[config.mk]
export PLATFORM = sky130hd
export DESIGN_NAME = irae_top
export DESIGN_NICKNAME = d
export VERILOG_FILES = /design/src/include/irae_pkg.sv /design/src/hw/irae_sync.sv /design/src/hw/irae_bus_timer.sv /design/src/hw/irae_top.sv
export SDC_FILE = /design/constraint.sdc
export NUM_CORES = 1
export LEC_CHECK = 0
export BUFFER_PORTS_ARGS = -buffer_cell sky130_fd_sc_hd__buf_2
export CAP_MARGIN = 20
export CORE_ASPECT_RATIO = 1.2
export CORE_MARGIN = 2
export CORE_UTILIZATION = 50
export DETAILED_ROUTE_END_ITERATION = 8
export GPL_TIMING_DRIVEN = 1
export PLACE_DENSITY = 0.71
export SYNTH_ARGS = -nofsm -noshare
export SYNTH_HDL_FRONTEND = slang
export SYNTH_HIERARCHICAL = 1
export SYNTH_SLANG_ARGS = --single-unit
export TNS_END_PERCENT = 100
[constraint.sdc]
create_clock -name CLK_SYS_I -period 4.4 [get_ports CLK_SYS_I]
set_clock_uncertainty 0.1 [all_clocks]
set_input_delay 0.88 -clock CLK_SYS_I [delete_from_list [all_inputs] [get_ports CLK_SYS_I]]
set_output_delay 0.88 -clock CLK_SYS_I [all_outputs]
set_load 0.02 [all_outputs]
[src/include/irae_pkg.sv]
package irae_pkg;
    localparam logic [7:0] OFS_CSR_DATA = 8'h10;
    localparam logic [7:0] OFS_PTR_WORD = 8'h12;
    localparam logic [7:0] OFS_PTR_DWORD = 8'h14;
    localparam logic [7:0] OFS_BUS_CFG_WORD = 8'h16;
    localparam logic [7:0] OFS_BUS_CFG_DWORD = 8'h1C;
    localparam logic [7:0] CFG_PM_BSE = 8'h46;
    localparam logic [7:0] CFG_PM_DATA = 8'h47;
    localparam logic [7:0] IDX_MAIN = 8'h00;
    localparam logic [7:0] IDX_MASK = 8'h03;
    localparam logic [7:0] IDX_BUS_TMO = 8'h64;
    localparam logic [7:0] IDX_MISS_CNT = 8'h70;
    localparam logic [7:0] IDX_PM_ALIAS_LO = 8'h25;
    localparam logic [7:0] IDX_PM_ALIAS_HI = 8'h2C;
    localparam int BIT_ERR = 15;
    localparam int BIT_COL_FAIL = 13;
    localparam int BIT_MISS = 12;
    localparam int BIT_BUS_TMO = 11;
    localparam int BIT_INT_PEND = 7;
    localparam int BIT_INT_ENA = 6;
    localparam int BIT_STOP = 2;
    localparam int BIT_STRT = 1;
    localparam int BIT_INIT = 0;
    localparam int BIT_MISS_MASK = 12;
    localparam int BIT_BUS_TMO_MASK = 11;
    localparam int FLAG_COL_FAIL = 0;
    localparam int FLAG_MISS = 1;
    localparam int FLAG_BUS_TMO = 2;
    localparam logic [7:0] PM_BSE_VALUE = 8'h00;
    localparam logic [7:0] PM_DATA_RESET = 8'h00;
    localparam logic [7:0] PTR_RESET = 8'h00;
    localparam logic [15:0] MASK_RESET = 16'h0000;
    localparam logic [15:0] BUS_TMO_RESET = 16'h0600;
    localparam logic [15:0] MISS_CNT_RESET = 16'h0000;
    localparam int CLK_PERIOD_NS = 50;
    localparam int BUS_TMO_UNIT_NS = 100;
    localparam int BUS_TMO_UNIT_CYCLES = (BUS_TMO_UNIT_NS + CLK_PERIOD_NS - 1) / CLK_PERIOD_NS;
    localparam int COL_TEST_BIT_TIMES = 20;
endpackage

[src/hw/irae_sync.sv]
`timescale 1ns/10ps
`default_nettype none
module irae_sync #(
    parameter int WIDTH = 1
) (
    input wire logic clk_i,
    input wire logic rstn_i,
    input wire logic [WIDTH-1:0] async_i,
    output logic [WIDTH-1:0] sync_o
);
    logic [WIDTH-1:0] meta;

    // Two-stage synchroniser, first stage read only by the second
    always_ff @(posedge clk_i or negedge rstn_i) begin
        if (!rstn_i) begin
            meta <= '0;
            sync_o <= '0;
        end else begin
            meta <= async_i;
            sync_o <= meta;
        end
    end
endmodule
`default_nettype wire

[src/hw/irae_bus_timer.sv]
`timescale 1ns/10ps
`default_nettype none
module irae_bus_timer #(
    parameter int UNIT_CYCLES = irae_pkg::BUS_TMO_UNIT_CYCLES
) (
    input wire logic clk_i,
    input wire logic rstn_i,
    input wire logic req_i,
    input wire logic gnt_i,
    input wire logic [15:0] limit_i,
    output logic timeout_o
);
    logic [15:0] div;
    logic [15:0] units;
    logic fired;
    logic waiting;
    logic tick;

    assign waiting = req_i && !gnt_i;
    assign tick = (div == 16'(UNIT_CYCLES - 1));

    // Time-unit divider runs only while waiting for grant
    always_ff @(posedge clk_i or negedge rstn_i) begin
        if (!rstn_i) begin
            div <= '0;
        end else if (!waiting || tick) begin
            div <= '0;
        end else begin
            div <= div + 16'h0001;
        end
    end

    // Unit count and one pulse per unanswered request
    always_ff @(posedge clk_i or negedge rstn_i) begin
        if (!rstn_i) begin
            units <= '0;
            fired <= 1'b0;
            timeout_o <= 1'b0;
        end else begin
            timeout_o <= 1'b0;
            if (!waiting) begin
                units <= '0;
                fired <= 1'b0;
            end else if (tick && !fired) begin
                units <= units + 16'h0001;
                if (units + 16'h0001 >= limit_i) begin
                    fired <= 1'b1;
                    timeout_o <= 1'b1;
                end
            end
        end
    end
endmodule
`default_nettype wire

[src/hw/irae_top.sv]
`timescale 1ns/10ps
`default_nettype none
module irae_top #(
    parameter int COL_BITS = irae_pkg::COL_TEST_BIT_TIMES
) (
    input wire logic CLK_SYS_I,
    input wire logic RSTN_I,
    input wire logic SW_RESET_I,
    input wire logic DOUBLEWORD_IO_MODE_I,
    input wire logic IO_RD_I,
    input wire logic IO_WR_I,
    input wire logic CFG_RD_I,
    input wire logic [7:0] ADDR_I,
    input wire logic [31:0] WDATA_I,
    output logic [31:0] RDATA_O,
    output logic ACK_O,
    input wire logic EE_LOAD_I,
    input wire logic [7:0] EE_PM_DATA_I,
    input wire logic HALF_DUPLEX_I,
    input wire logic MII_SEL_I,
    input wire logic PHY_10BT_I,
    input wire logic TX_END_I,
    input wire logic BIT_TICK_I,
    input wire logic COL_PIN_I,
    input wire logic FRAME_MISSED_I,
    input wire logic BUS_REQ_I,
    input wire logic GNT_N_PIN_I,
    output logic REQ_N_O,
    output logic INT_N_O,
    output logic STOP_O
);
    logic [7:0] register_index_pointer;
    logic [7:0] pm_data_byte;
    logic [15:0] interrupt_mask_register;
    logic [15:0] bus_timeout_register;
    logic [15:0] missed_frame_counter;
    logic [2:0] err_flags;
    logic [2:0] flag_set;
    logic [2:0] flag_clr;
    logic master_interrupt_enable;
    logic stop;
    logic sw_clear;
    logic csr_wr;
    logic bus_cfg_wr;
    logic ptr_wr;
    logic main_wr;
    logic error_summary;
    logic interrupt_pending_summary;
    logic col_sync;
    logic gnt_n_sync;
    logic bus_timeout;
    logic col_armed;
    logic [4:0] col_left;
    logic col_test_en;
    logic [31:0] next_rdata;

    function automatic logic is_ptr(input logic [7:0] a, input logic dw);
        is_ptr = dw ? (a == irae_pkg::OFS_PTR_DWORD) : (a == irae_pkg::OFS_PTR_WORD);
    endfunction

    function automatic logic is_bus_cfg(input logic [7:0] a, input logic dw);
        is_bus_cfg = dw ? (a == irae_pkg::OFS_BUS_CFG_DWORD) : (a == irae_pkg::OFS_BUS_CFG_WORD);
    endfunction

    irae_sync #(
        .WIDTH(2)
    ) irae_sync_inst (
        .clk_i(CLK_SYS_I),
        .rstn_i(RSTN_I),
        .async_i({COL_PIN_I, GNT_N_PIN_I}),
        .sync_o({col_sync, gnt_n_sync})
    );

    irae_bus_timer #(
        .UNIT_CYCLES(irae_pkg::BUS_TMO_UNIT_CYCLES)
    ) irae_bus_timer_inst (
        .clk_i(CLK_SYS_I),
        .rstn_i(RSTN_I),
        .req_i(BUS_REQ_I && !stop),
        .gnt_i(!gnt_n_sync),
        .limit_i(bus_timeout_register),
        .timeout_o(bus_timeout)
    );

    assign sw_clear = SW_RESET_I;
    assign ptr_wr = IO_WR_I && is_ptr(ADDR_I, DOUBLEWORD_IO_MODE_I);
    assign csr_wr = IO_WR_I && (ADDR_I == irae_pkg::OFS_CSR_DATA);
    assign bus_cfg_wr = IO_WR_I && is_bus_cfg(ADDR_I, DOUBLEWORD_IO_MODE_I);
    assign main_wr = csr_wr && (register_index_pointer == irae_pkg::IDX_MAIN);
    assign REQ_N_O = !(BUS_REQ_I && !stop);
    assign STOP_O = stop;

    // Pointer, untouched by stop
    always_ff @(posedge CLK_SYS_I or negedge RSTN_I) begin
        if (!RSTN_I) begin
            register_index_pointer <= irae_pkg::PTR_RESET;
        end else if (sw_clear) begin
            register_index_pointer <= irae_pkg::PTR_RESET;
        end else if (ptr_wr) begin
            register_index_pointer <= WDATA_I[7:0];
        end
    end

    // Power-management data byte from EEPROM
    always_ff @(posedge CLK_SYS_I or negedge RSTN_I) begin
        if (!RSTN_I) begin
            pm_data_byte <= irae_pkg::PM_DATA_RESET;
        end else if (EE_LOAD_I) begin
            pm_data_byte <= EE_PM_DATA_I;
        end
    end

    // Stop control and master interrupt enable
    always_ff @(posedge CLK_SYS_I or negedge RSTN_I) begin
        if (!RSTN_I) begin
            stop <= 1'b1;
            master_interrupt_enable <= 1'b0;
        end else if (sw_clear) begin
            stop <= 1'b1;
            master_interrupt_enable <= 1'b0;
        end else if (main_wr) begin
            if (WDATA_I[irae_pkg::BIT_STOP]) begin
                stop <= 1'b1;
                master_interrupt_enable <= 1'b0;
            end else begin
                if (WDATA_I[irae_pkg::BIT_STRT] || WDATA_I[irae_pkg::BIT_INIT]) begin
                    stop <= 1'b0;
                end
                master_interrupt_enable <= WDATA_I[irae_pkg::BIT_INT_ENA];
            end
        end
    end

    // Interrupt mask and bus timeout registers
    always_ff @(posedge CLK_SYS_I or negedge RSTN_I) begin
        if (!RSTN_I) begin
            interrupt_mask_register <= irae_pkg::MASK_RESET;
            bus_timeout_register <= irae_pkg::BUS_TMO_RESET;
        end else if (sw_clear) begin
            interrupt_mask_register <= irae_pkg::MASK_RESET;
            bus_timeout_register <= irae_pkg::BUS_TMO_RESET;
        end else if (csr_wr) begin
            if (register_index_pointer == irae_pkg::IDX_MASK) begin
                interrupt_mask_register <= WDATA_I[15:0];
            end
            if (register_index_pointer == irae_pkg::IDX_BUS_TMO) begin
                bus_timeout_register <= WDATA_I[15:0];
            end
        end
    end

    // Collision test window after each transmission in half duplex, unless MII is selected without 10BT
    assign col_test_en = HALF_DUPLEX_I && (!MII_SEL_I || PHY_10BT_I);

    always_ff @(posedge CLK_SYS_I or negedge RSTN_I) begin
        if (!RSTN_I) begin
            col_armed <= 1'b0;
            col_left <= '0;
        end else if (TX_END_I && col_test_en) begin
            col_armed <= 1'b1;
            col_left <= 5'(COL_BITS);
        end else if (col_armed) begin
            if (col_sync || !col_test_en) begin
                col_armed <= 1'b0;
            end else if (BIT_TICK_I) begin
                col_left <= col_left - 5'h01;
                if (col_left == 5'h01) begin
                    col_armed <= 1'b0;
                end
            end
        end
    end

    assign flag_set[irae_pkg::FLAG_COL_FAIL] = col_armed && !col_sync && col_test_en
        && BIT_TICK_I && (col_left == 5'h01);
    assign flag_set[irae_pkg::FLAG_MISS] = FRAME_MISSED_I;
    assign flag_set[irae_pkg::FLAG_BUS_TMO] = bus_timeout;
    assign flag_clr[irae_pkg::FLAG_COL_FAIL] = main_wr && WDATA_I[irae_pkg::BIT_COL_FAIL];
    assign flag_clr[irae_pkg::FLAG_MISS] = main_wr && WDATA_I[irae_pkg::BIT_MISS];
    assign flag_clr[irae_pkg::FLAG_BUS_TMO] = main_wr && WDATA_I[irae_pkg::BIT_BUS_TMO];

    // Error flags: set beats host clear, reset and stop clear everything
    genvar g;
    generate
        for (g = 0; g < 3; g++) begin : g_flag
            always_ff @(posedge CLK_SYS_I or negedge RSTN_I) begin
                if (!RSTN_I) begin
                    err_flags[g] <= 1'b0;
                end else if (sw_clear || stop) begin
                    err_flags[g] <= 1'b0;
                end else if (flag_set[g]) begin
                    err_flags[g] <= 1'b1;
                end else if (flag_clr[g]) begin
                    err_flags[g] <= 1'b0;
                end
            end
        end
    endgenerate

    // Missed-frame counter
    always_ff @(posedge CLK_SYS_I or negedge RSTN_I) begin
        if (!RSTN_I) begin
            missed_frame_counter <= irae_pkg::MISS_CNT_RESET;
        end else if (sw_clear) begin
            missed_frame_counter <= irae_pkg::MISS_CNT_RESET;
        end else if (FRAME_MISSED_I) begin
            missed_frame_counter <= missed_frame_counter + 16'h0001;
        end else if (csr_wr && register_index_pointer == irae_pkg::IDX_MISS_CNT) begin
            missed_frame_counter <= WDATA_I[15:0];
        end
    end

    assign error_summary = |err_flags;
    assign interrupt_pending_summary =
        (err_flags[irae_pkg::FLAG_MISS] && !interrupt_mask_register[irae_pkg::BIT_MISS_MASK])
        || (err_flags[irae_pkg::FLAG_BUS_TMO] && !interrupt_mask_register[irae_pkg::BIT_BUS_TMO_MASK]);
    assign INT_N_O = !(master_interrupt_enable && interrupt_pending_summary);

    // Read data selection
    always_comb begin
        next_rdata = 32'h0000_0000;
        if (CFG_RD_I) begin
            if (ADDR_I == irae_pkg::CFG_PM_BSE) begin
                next_rdata[7:0] = irae_pkg::PM_BSE_VALUE;
            end else if (ADDR_I == irae_pkg::CFG_PM_DATA) begin
                next_rdata[7:0] = pm_data_byte;
            end
        end else if (IO_RD_I) begin
            if (is_ptr(ADDR_I, DOUBLEWORD_IO_MODE_I)) begin
                next_rdata[7:0] = register_index_pointer;
            end else if (ADDR_I == irae_pkg::OFS_CSR_DATA) begin
                unique case (register_index_pointer)
                    irae_pkg::IDX_MAIN: begin
                        next_rdata[irae_pkg::BIT_ERR] = error_summary;
                        next_rdata[irae_pkg::BIT_COL_FAIL] = err_flags[irae_pkg::FLAG_COL_FAIL];
                        next_rdata[irae_pkg::BIT_MISS] = err_flags[irae_pkg::FLAG_MISS];
                        next_rdata[irae_pkg::BIT_BUS_TMO] = err_flags[irae_pkg::FLAG_BUS_TMO];
                        next_rdata[irae_pkg::BIT_INT_PEND] = interrupt_pending_summary;
                        next_rdata[irae_pkg::BIT_INT_ENA] = master_interrupt_enable;
                        next_rdata[irae_pkg::BIT_STOP] = stop;
                    end
                    irae_pkg::IDX_MASK: begin
                        next_rdata[15:0] = interrupt_mask_register;
                    end
                    irae_pkg::IDX_BUS_TMO: begin
                        next_rdata[15:0] = bus_timeout_register;
                    end
                    irae_pkg::IDX_MISS_CNT: begin
                        next_rdata[15:0] = missed_frame_counter;
                    end
                    default: begin
                        next_rdata = 32'h0000_0000;
                    end
                endcase
            end else if (is_bus_cfg(ADDR_I, DOUBLEWORD_IO_MODE_I)) begin
                if (register_index_pointer >= irae_pkg::IDX_PM_ALIAS_LO
                    && register_index_pointer <= irae_pkg::IDX_PM_ALIAS_HI) begin
                    next_rdata[7:0] = pm_data_byte;
                end
            end
        end
    end

    // Registered read data and one-cycle acknowledge
    always_ff @(posedge CLK_SYS_I or negedge RSTN_I) begin
        if (!RSTN_I) begin
            RDATA_O <= 32'h0000_0000;
            ACK_O <= 1'b0;
        end else begin
            ACK_O <= IO_RD_I || IO_WR_I || CFG_RD_I;
            if (IO_RD_I || CFG_RD_I) begin
                RDATA_O <= next_rdata;
            end
        end
    end

    // Writes through the bus config port reach no writable register here
    logic unused_bus_cfg_wr;
    assign unused_bus_cfg_wr = bus_cfg_wr;
endmodule
`default_nettype wire

==> run_results.csv, run 1 <==
group,metric,value,unit
sta,grt_setup_unrepaired,"false",
route,first_pass_iters,8,
cts,cts_root_buffer,"clkbuf_16",
setup_path,path_max_fanout,6,
placement,dp_hpwl,12700,um
sta,fmax,311,MHz
global_routing,grt_pass1_wl,29300,um
synthesis,synth.top_cell.area_share,43.3,%
floorplan,io_pins,101,
global_routing,grtUsageTotal,23.9,%
floorplan,rows,48,
cts,clk_pin_slew_worst_paths,0.06,ns
synthesis,yosysTopAreaCell,"dfrtp_1",
cts,clk_latency,0.42,ns
route,totalWireLength,17800,um
setup_path,worstSetupStartpoint,"irae_bus_timer_inst/units[0]",
hold_path,hp-class,"flip-flop to flip-flop",
sta,tns,0,ns
placement,place.gp.congestion,0.892,
cts,cts.sinks,130,
setup_path,crit_slowest_cell,"dfrtp_1",
setup_path,path_class,"flip-flop to flip-flop",
route,vias,6093,
finish,fin_area,8330,um^2
finish,area_delta_synth_final,13.5,%
synthesis,yosysUniqueCellTypes,67,
cts,ctsHoldBuffers,0,
synthesis,synth_common_cells,"nand2_1, dfrtp_1, a21oi_1",
global_routing,overflow,0,
setup_path,crit_path_start_kind,"flip-flop",
power,p_leak,3.52,nW
cts,tritoncts,"built",
sta,finalSetupViolCount,0,
sta,worst_pin_slew,0.971,ns
placement,dp.cells,1027,
outcome,status,"finished clean",
power,peakVddDrop,0.252,mV
sta,final_max_slew_viol_count,0,
synthesis,netlist_instances,815,
global_routing,grt_pass1_vias,5913,
global_routing,antenna_found_initial,0,
route,ant_nets,0,
sta,maxSlewHeadroom,35.1,%
setup_path,r2r_start,"irae_bus_timer_inst/units[0]",
route,avgRoutedWirePerCell,16.8,um
finish,drive_gt1_share,16.5,%
sta,fin_crit_sh,73.1,%
sta,finalHoldViolations,0,
flow_run,cap_violations,0,
setup_path,critical_path_arrival,3.45,ns
synthesis,syn_area,7340,um^2
synthesis,synth-main-ff-cell,"dfrtp_1",
finish,antenna_cells,0,
finish,fin_cells,1060,
floorplan,start_util,51.1,%
synthesis,synth_most_common_cell,"nand2_1",
placement,placed_area,7730,um^2
route,drtIter0Drc,412,
floorplan,die_x,115,um
sta,period_minus_slack,3.22,ns
route,viasPerCell,5.75,
synthesis,ys_seq_area_share,44.4,%
synthesis,ys_ff_latch,130,
cts,cts_resized,0,
setup_path,end_kind,"flip-flop",
route,drcViolationCount,0,
synthesis,yosys_warnings,6,
floorplan,dieArea,15700,um^2
synthesis,avgSynthCellArea,9.00,um^2
finish,nets,959,
synthesis,synth_edf_count,0,
cts,post_cts_buffers,0,
setup_path,cp_slowest_stage_delay,0.39,ns
synthesis,synth.area.top_cells,"dfrtp_1, nand2_1, a21oi_1",
global_routing,grt_max_degree,62,
synthesis,synth-async-reset-ratio,100,%
hold_path,min_from,"irae_sync_inst/meta[0]",
placement,portBuffers,68,
floorplan,core,14400,um^2
setup_path,critPathRequiredTime,4.63,ns
cts,cts-buffers-inserted,17,
cts,h-tree-depth,4,
power,powerDensity,331,nW/um^2
cts,clockBufferDepth,2,
floorplan,die-height,137,um
setup_path,crit_chain,"ha_1 > and3_1 > nand2_1 > or2_2 > xnor2_1 > ha_1 > nand4_1 > or2_2 > a2111oi_0 > o41ai_1 > a21oi_1",
power,finalPower,0.00276,W
[layout make-up]
| type | count | area [um^2] |
|---|---|---|
| Timing Repair Buffer | 75 | 408 |
| Sequential cell | 130 | 3260 |
| Fill cell | 1242 | 6030 |
| Multi-Input combinational cell | 618 | 3750 |
| Clock inverter | 5 | 77.6 |
| Inverter | 30 | 113 |
| Tap cell | 175 | 219 |
| Clock buffer | 27 | 503 |
[routing by layer]
layer | vias to the layer above | wire, um | track usage [%]
met5 | - | 0 | 0
li1 | 2960 | - | -
met2 | 193 | 8650 | 40.2
met1 | 2903 | 7740 | 30.2
met3 | 37 | 922 | 4.43
met4 | 0 | 450 | 9.82
[worst paths after layout]
kind                                             end  slack, ns  cells past startpoint
max                        irae_bus_timer_inst/fired       1.18                     11
min                         irae_sync_inst/sync_o[0]       0.25                      0
max reg2reg                irae_bus_timer_inst/fired       1.18                     11
min reg2reg                 irae_sync_inst/sync_o[0]       0.25                      0
max in group asynchronous    bus_timeout_register[9]       2.81                      2
min in group asynchronous                col_left[0]       0.39                      1
[state kept, by name, summed over array words and instances (netlist names), 5 cells and up]
name and cells:
RDATA_O 16, bus_timeout_register 16, col_left 5, interrupt_mask_register 16
irae_bus_timer_inst/div 16, irae_bus_timer_inst/units 16, missed_frame_counter 16, pm_data_byte 8
register_index_pointer 8
[kinds of logic after synthesis]
kind of cell	share of synthesized area, %
XOR/XNOR	5.49
adder cells (fa/ha/maj)	3.75
multiplexers	1.79
buffers and inverters	5.29
other	0.0511
AND/OR/NAND/NOR	23.9
flip-flops	44.4
AO/OA/AOI/OAI	15.4
[placed cells by master, fill, tap and decap left out, drive strengths merged, types with 22 or more instances in the layout]
cell type / netlist / routed
nand3: 30 / 30
dfrtp: 127 / 127
xnor2: 28 / 28
nor2: 58 / 58
clkbuf: 23 / 27
inv: 30 / 30
ha: 22 / 22
a21oi: 81 / 81
buf: 29 / 75
o21ai: 35 / 35
nand2: 131 / 131
[critical path, delay by kind of cell (launching register included)]
kind	cells	cell delay [ns]
simple gates	5	1.24
compound gates	3	0.74
xor+xnor	1	0.13
fa+ha+maj	2	0.52
flops	1	0.39
[where the power goes]
group	leakage (nW)	switching [W]	internal (W)
Combinational	1.48	0.0000973	0.0000468
Sequential	1.76	0.0000127	0.00121
Clock	0.282	0.000497	0.000892
[through the flow]
step / util [%] / worst slack [ns] / hold slack (ns)
6_report: 58.0 / 1.18 / 0.249
5_1_grt: 58.0 / 0.888 / 0.252
4_1_cts: 57.9 / 1.10 / 0.251
3_5_place_dp: 53.8 / 1.10 / 0.238
3_3_place_gp: 53.8 / 1.13 / 0.232
2_1_floorplan: - / 1.61 / 0.231
No activity file was read; power rests on OpenSTA's default activity.
==> inputs of run 2 (changes only) <==
Settings changed: PLACE_DENSITY 0.71 to 0.74.
Clock period 4.4 ns to 2.7 ns, I/O delays scaled along.
==> run_results.csv, run 2 (synthesis results as in run 1) <==
group,metric,value,unit
floorplan,die-height,137,um
setup_path,crit_slowest_cell,"dfrtp_1",
sta,layout_setup_ws,0.128,ns
floorplan,die_x,115,um
cts,cts.sinks,130,
route,drcViolationCount,0,
placement,portBuffers,68,
global_routing,antenna_found_initial,0,
route,viasPerCell,5.76,
cts,cts_root_buffer,"clkbuf_16",
finish,regArea,3260,um^2
cts,clk_latency,0.43,ns
route,first_pass_iters,5,
sta,period_minus_slack,2.57,ns
setup_path,crit_buf_inv,0,
power,powerDensity,514,nW/um^2
placement,dp.cells,1079,
sta,final_max_slew_viol_count,0,
placement,dp_hpwl,13400,um
route,avgRoutedWirePerCell,16.5,um
setup_path,cp_slowest_stage_delay,0.37,ns
flow_run,cap_violations,0,
finish,area_delta_synth_final,19.8,%
placement,place.gp.congestion,0.896,
setup_path,cp_common_cell,"or2_4",
setup_path,crit_path_start_kind,"flip-flop",
sta,grt_setup_unrepaired,"true",
cts,clk_pin_slew_worst_paths,0.06,ns
finish,mostFrequentLayoutCell,"nand2_1",
setup_path,end_kind,"flip-flop",
finish,fin_cells,1111,
global_routing,grtUsageTotal,24.2,%
setup_path,critical_path_arrival,2.81,ns
sta,fmax,389,MHz
setup_path,path_max_fanout,3,
power,peakVddDrop,0.403,mV
sta,tns,0,ns
floorplan,core,14400,um^2
cts,tritoncts,"built",
sta,worst_pin_slew,0.724,ns
setup_path,cp_top_family,"simple AND/OR/NAND/NOR gates",
outcome,status,"finished clean",
setup_path,critPathRequiredTime,2.94,ns
global_routing,grt_pass1_vias,6138,
floorplan,dieArea,15700,um^2
cts,h-tree-depth,4,
finish,drive_gt1_share,22.4,%
sta,fin_crit_sh,95.3,%
finish,nets,1010,
hold_path,hp-class,"primary input to async pin",
route,ant_nets,0,
finish,antenna_cells,0,
sta,finalHoldViolations,0,
global_routing,grt_max_degree,51,
sta,finalSetupViolCount,0,
sta,holdWs,0.0384,ns
floorplan,start_util,51.1,%
cts,clockBufferDepth,2,
setup_path,path_class,"flip-flop to flip-flop",
global_routing,grt_pass1_wl,29800,um
floorplan,rows,48,
power,finalPower,0.00452,W
cts,cts-buffers-inserted,17,
setup_path,crit_chain,"and3_4 > nand4_4 > or2_4 > nor2_4 > xnor2_1 > ha_1 > nand4_1 > or2_4 > a2111oi_4 > o41ai_2 > a21oi_1",
floorplan,io_pins,101,
route,drtIter0Drc,405,
finish,multi_input_area,3810,um^2
global_routing,overflow,0,
route,totalWireLength,18400,um
finish,layout_common_cells,"nand2_1, dfrtp_1, a21oi_1, buf_2, buf_4",
sta,maxSlewHeadroom,51.6,%
cts,post_cts_buffers,0,
power,p_leak,3.79,nW
placement,pre_cts_slack,-0.0701,ns
route,vias,6402,
finish,fill_cells,1220,
run 2: final cells by class:
| type | instances | share of cell area, % |
|---|---|---|
| inverters | 30 | 1.28 |
| multi-input cells | 618 | 43.3 |
| clock inverters | 13 | 1.55 |
| well taps | 175 | 2.49 |
| flip-flops and latches | 130 | 37.1 |
| repair buffers | 126 | 9.14 |
| clock buffers | 19 | 5.15 |
run 2: final timing paths:
check	endpoint	from	slack [ns]	depth (start not counted)
worst max-delay path	irae_bus_timer_inst/fired	irae_bus_timer_inst/units[0]	0.13	11
worst min-delay path	col_left[2]	RSTN_I	0.04	1
worst max register to register	irae_bus_timer_inst/fired	irae_bus_timer_inst/units[0]	0.13	11
worst min register to register	irae_sync_inst/sync_o[0]	irae_sync_inst/meta[0]	0.25	0
max in group asynchronous	bus_timeout_register[10]	RSTN_I	1.69	2
min in group CLK_SYS_I	irae_sync_inst/meta[1]	COL_PIN_I	0.12	1
run 2: worst register-to-register path, stage by stage (launching register included):
cell	delay [ns]
dfrtp_1	0.37
and3_4	0.22
nand4_4	0.11
or2_4	0.29
nor2_4	0.10
xnor2_1	0.06
ha_1	0.31
nand4_1	0.14
or2_4	0.29
a2111oi_4	0.21
o41ai_2	0.11
a21oi_1	0.17
run 2: through the flow:
step	area [um^2]	util [%]
2_1_floorplan	7400	-
3_3_place_gp	8150	56.8
3_5_place_dp	8150	56.8
4_1_cts	8760	61.1
5_1_grt	8790	61.2
6_report	8790	61.2
run 2: what timing repair did:
item / in CTS / in global routing
pin swaps: 1 / 1
hold buffers: 0 / 0
resized for setup: 3 / 9
endpoints found under the setup margin: 2 / 2
run 2: per-layer routing:
layer | track usage [%] | vias to the layer above | share of wire, % | routed length [um]
li1 | - | 3057 | - | -
met1 | 29.5 | 3079 | 41 | 7590
met2 | 41.2 | 229 | 50 | 9150
met3 | 5.09 | 37 | 6.0 | 1100
met4 | 10.4 | 0 | 2.9 | 533
met5 | 0 | - | 0 | 0
run 2: report_power, final:
part,switching [W],internal (W)
Sequential,0.0000210,0.00198
Combinational,0.000160,0.0000820
Clock,0.000880,0.00140
==> inputs of run 3 (changes only) <==
Settings changed: MAX_ROUTING_LAYER set to met4.
==> run_results.csv, run 3 (synthesis results as in run 1) <==
group,metric,value,unit
outcome,status,"finished clean",
floorplan,dieArea,15700,um^2
finish,antenna_cells,0,
sta,period_minus_slack,2.57,ns
sta,layout_setup_ws,0.126,ns
cts,cts.sinks,130,
floorplan,rows,48,
finish,nets,1010,
route,avgRoutedWirePerCell,16.5,um
placement,pre_cts_slack,-0.0701,ns
setup_path,crit_path_start_kind,"flip-flop",
setup_path,critPathRequiredTime,2.87,ns
route,ant_nets,0,
cts,tritoncts,"built",
global_routing,grtUsageTotal,24.9,%
setup_path,critical_path_arrival,2.75,ns
finish,drive_gt1_share,22.4,%
floorplan,io_pins,101,
floorplan,core,14400,um^2
power,powerDensity,514,nW/um^2
cts,cts-buffers-inserted,17,
cts,clk_latency,0.42,ns
finish,fill_cells,1220,
sta,worst_pin_slew,0.699,ns
sta,fin_crit_sh,95.3,%
route,first_pass_iters,5,
global_routing,antenna_found_initial,0,
cts,clk_pin_slew_worst_paths,0.06,ns
setup_path,path_max_fanout,5,
global_routing,grt_pass1_wl,29800,um
route,drtIter0Drc,446,
placement,place.gp.congestion,0.911,
finish,mostFrequentLayoutCell,"nand2_1",
cts,clockBufferDepth,2,
floorplan,die-height,137,um
placement,dp_hpwl,13400,um
placement,portBuffers,68,
hold_path,hp-class,"primary input to async pin",
route,totalWireLength,18300,um
sta,holdWs,0.0362,ns
global_routing,overflow,0,
power,peakVddDrop,0.403,mV
global_routing,grt_max_degree,51,
setup_path,path_class,"flip-flop to flip-flop",
finish,area_delta_synth_final,19.8,%
cts,cts_root_buffer,"clkbuf_16",
sta,maxSlewHeadroom,53.3,%
floorplan,die_x,115,um
sta,final_max_slew_viol_count,0,
sta,grt_setup_unrepaired,"true",
flow_run,cap_violations,0,
route,viasPerCell,5.77,
power,finalPower,0.00452,W
finish,layout_common_cells,"nand2_1, dfrtp_1, a21oi_1, buf_2, buf_4",
setup_path,end_kind,"flip-flop",
route,drcViolationCount,0,
setup_path,ff2ff_path_depth,12,
global_routing,grt_pass1_vias,6141,
cts,h-tree-depth,4,
power,p_leak,3.79,nW
sta,finalHoldViolations,0,
route,vias,6405,
sta,finalSetupViolCount,0,
floorplan,start_util,51.1,%
sta,fmax,389,MHz
[run 3: cell counts in the layout (fill, tap and decap cells not counted)]
Identical to the previous run, type by type.
[run 3: timing repair]
| action | CTS | global route |
|---|---|---|
| buffers inserted | 0 | 0 |
| pin swaps | 1 | 1 |
| resized for setup | 3 | 9 |
| hold buffers | 0 | 0 |
| setup endpoints to repair | 2 | 2 |
[run 3: critical path: stages (launching register included)]
cell and delay, ns:
dfrtp_1 0.37, ha_2 0.20, and3_4 0.19, buf_4 0.13, nand3_2 0.08, nor2_2 0.13
xor2_1 0.18, ha_1 0.25, nand4_1 0.13, or2_4 0.16, a31oi_1 0.05, o41ai_2 0.34
a21oi_1 0.12
[run 3: final cells by class]
type | count | area, um^2 | area share (%)
clock buffers | 19 | 453 | 5.15
clock inverters | 13 | 136 | 1.55
flip-flops and latches | 130 | 3260 | 37.1
repair buffers | 126 | 803 | 9.14
inverters | 30 | 113 | 1.28
well taps | 175 | 219 | 2.49
multi-input cells | 618 | 3810 | 43.3
[run 3: metal layers]
layer	vias up	track usage (%)	part of all wire, %
li1	3054	-	-
met1	3088	29.6	41
met2	217	41.2	50
met3	46	5.09	5.9
met4	0	10.4	3.2
met5	-	-	0
[run 3: power by group]
part           switching [W]  internal (W)  leakage, nW
sequential         0.0000211       0.00198         1.76
clock               0.000877       0.00140        0.281
combinational       0.000160     0.0000820         1.75
total                0.00106       0.00346         3.79
[run 3: worst paths after layout]
check,from,end,slack (ns)
min in group CLK_SYS_I,COL_PIN_I,irae_sync_inst/meta[1],0.11
worst min-delay path,RSTN_I,col_left[2],0.04
worst min register to register,irae_sync_inst/meta[0],irae_sync_inst/sync_o[0],0.25
worst max-delay path,irae_bus_timer_inst/units[0],irae_bus_timer_inst/fired,0.13
max in group asynchronous,RSTN_I,bus_timeout_register[10],1.69
worst max register to register,irae_bus_timer_inst/units[0],irae_bus_timer_inst/fired,0.13
[run 3: metrics by stage]
stage          area [um^2]  TNS (ns)  util [%]  std cells
2_1_floorplan         7400         0         -        830
3_3_place_gp          8150   -0.0184      56.8       1079
3_5_place_dp          8150   -0.0701      56.8       1079
4_1_cts               8760         0      61.1       1111
5_1_grt               8790   -0.0176      61.2       1111
6_report              8790         0      61.2       1111
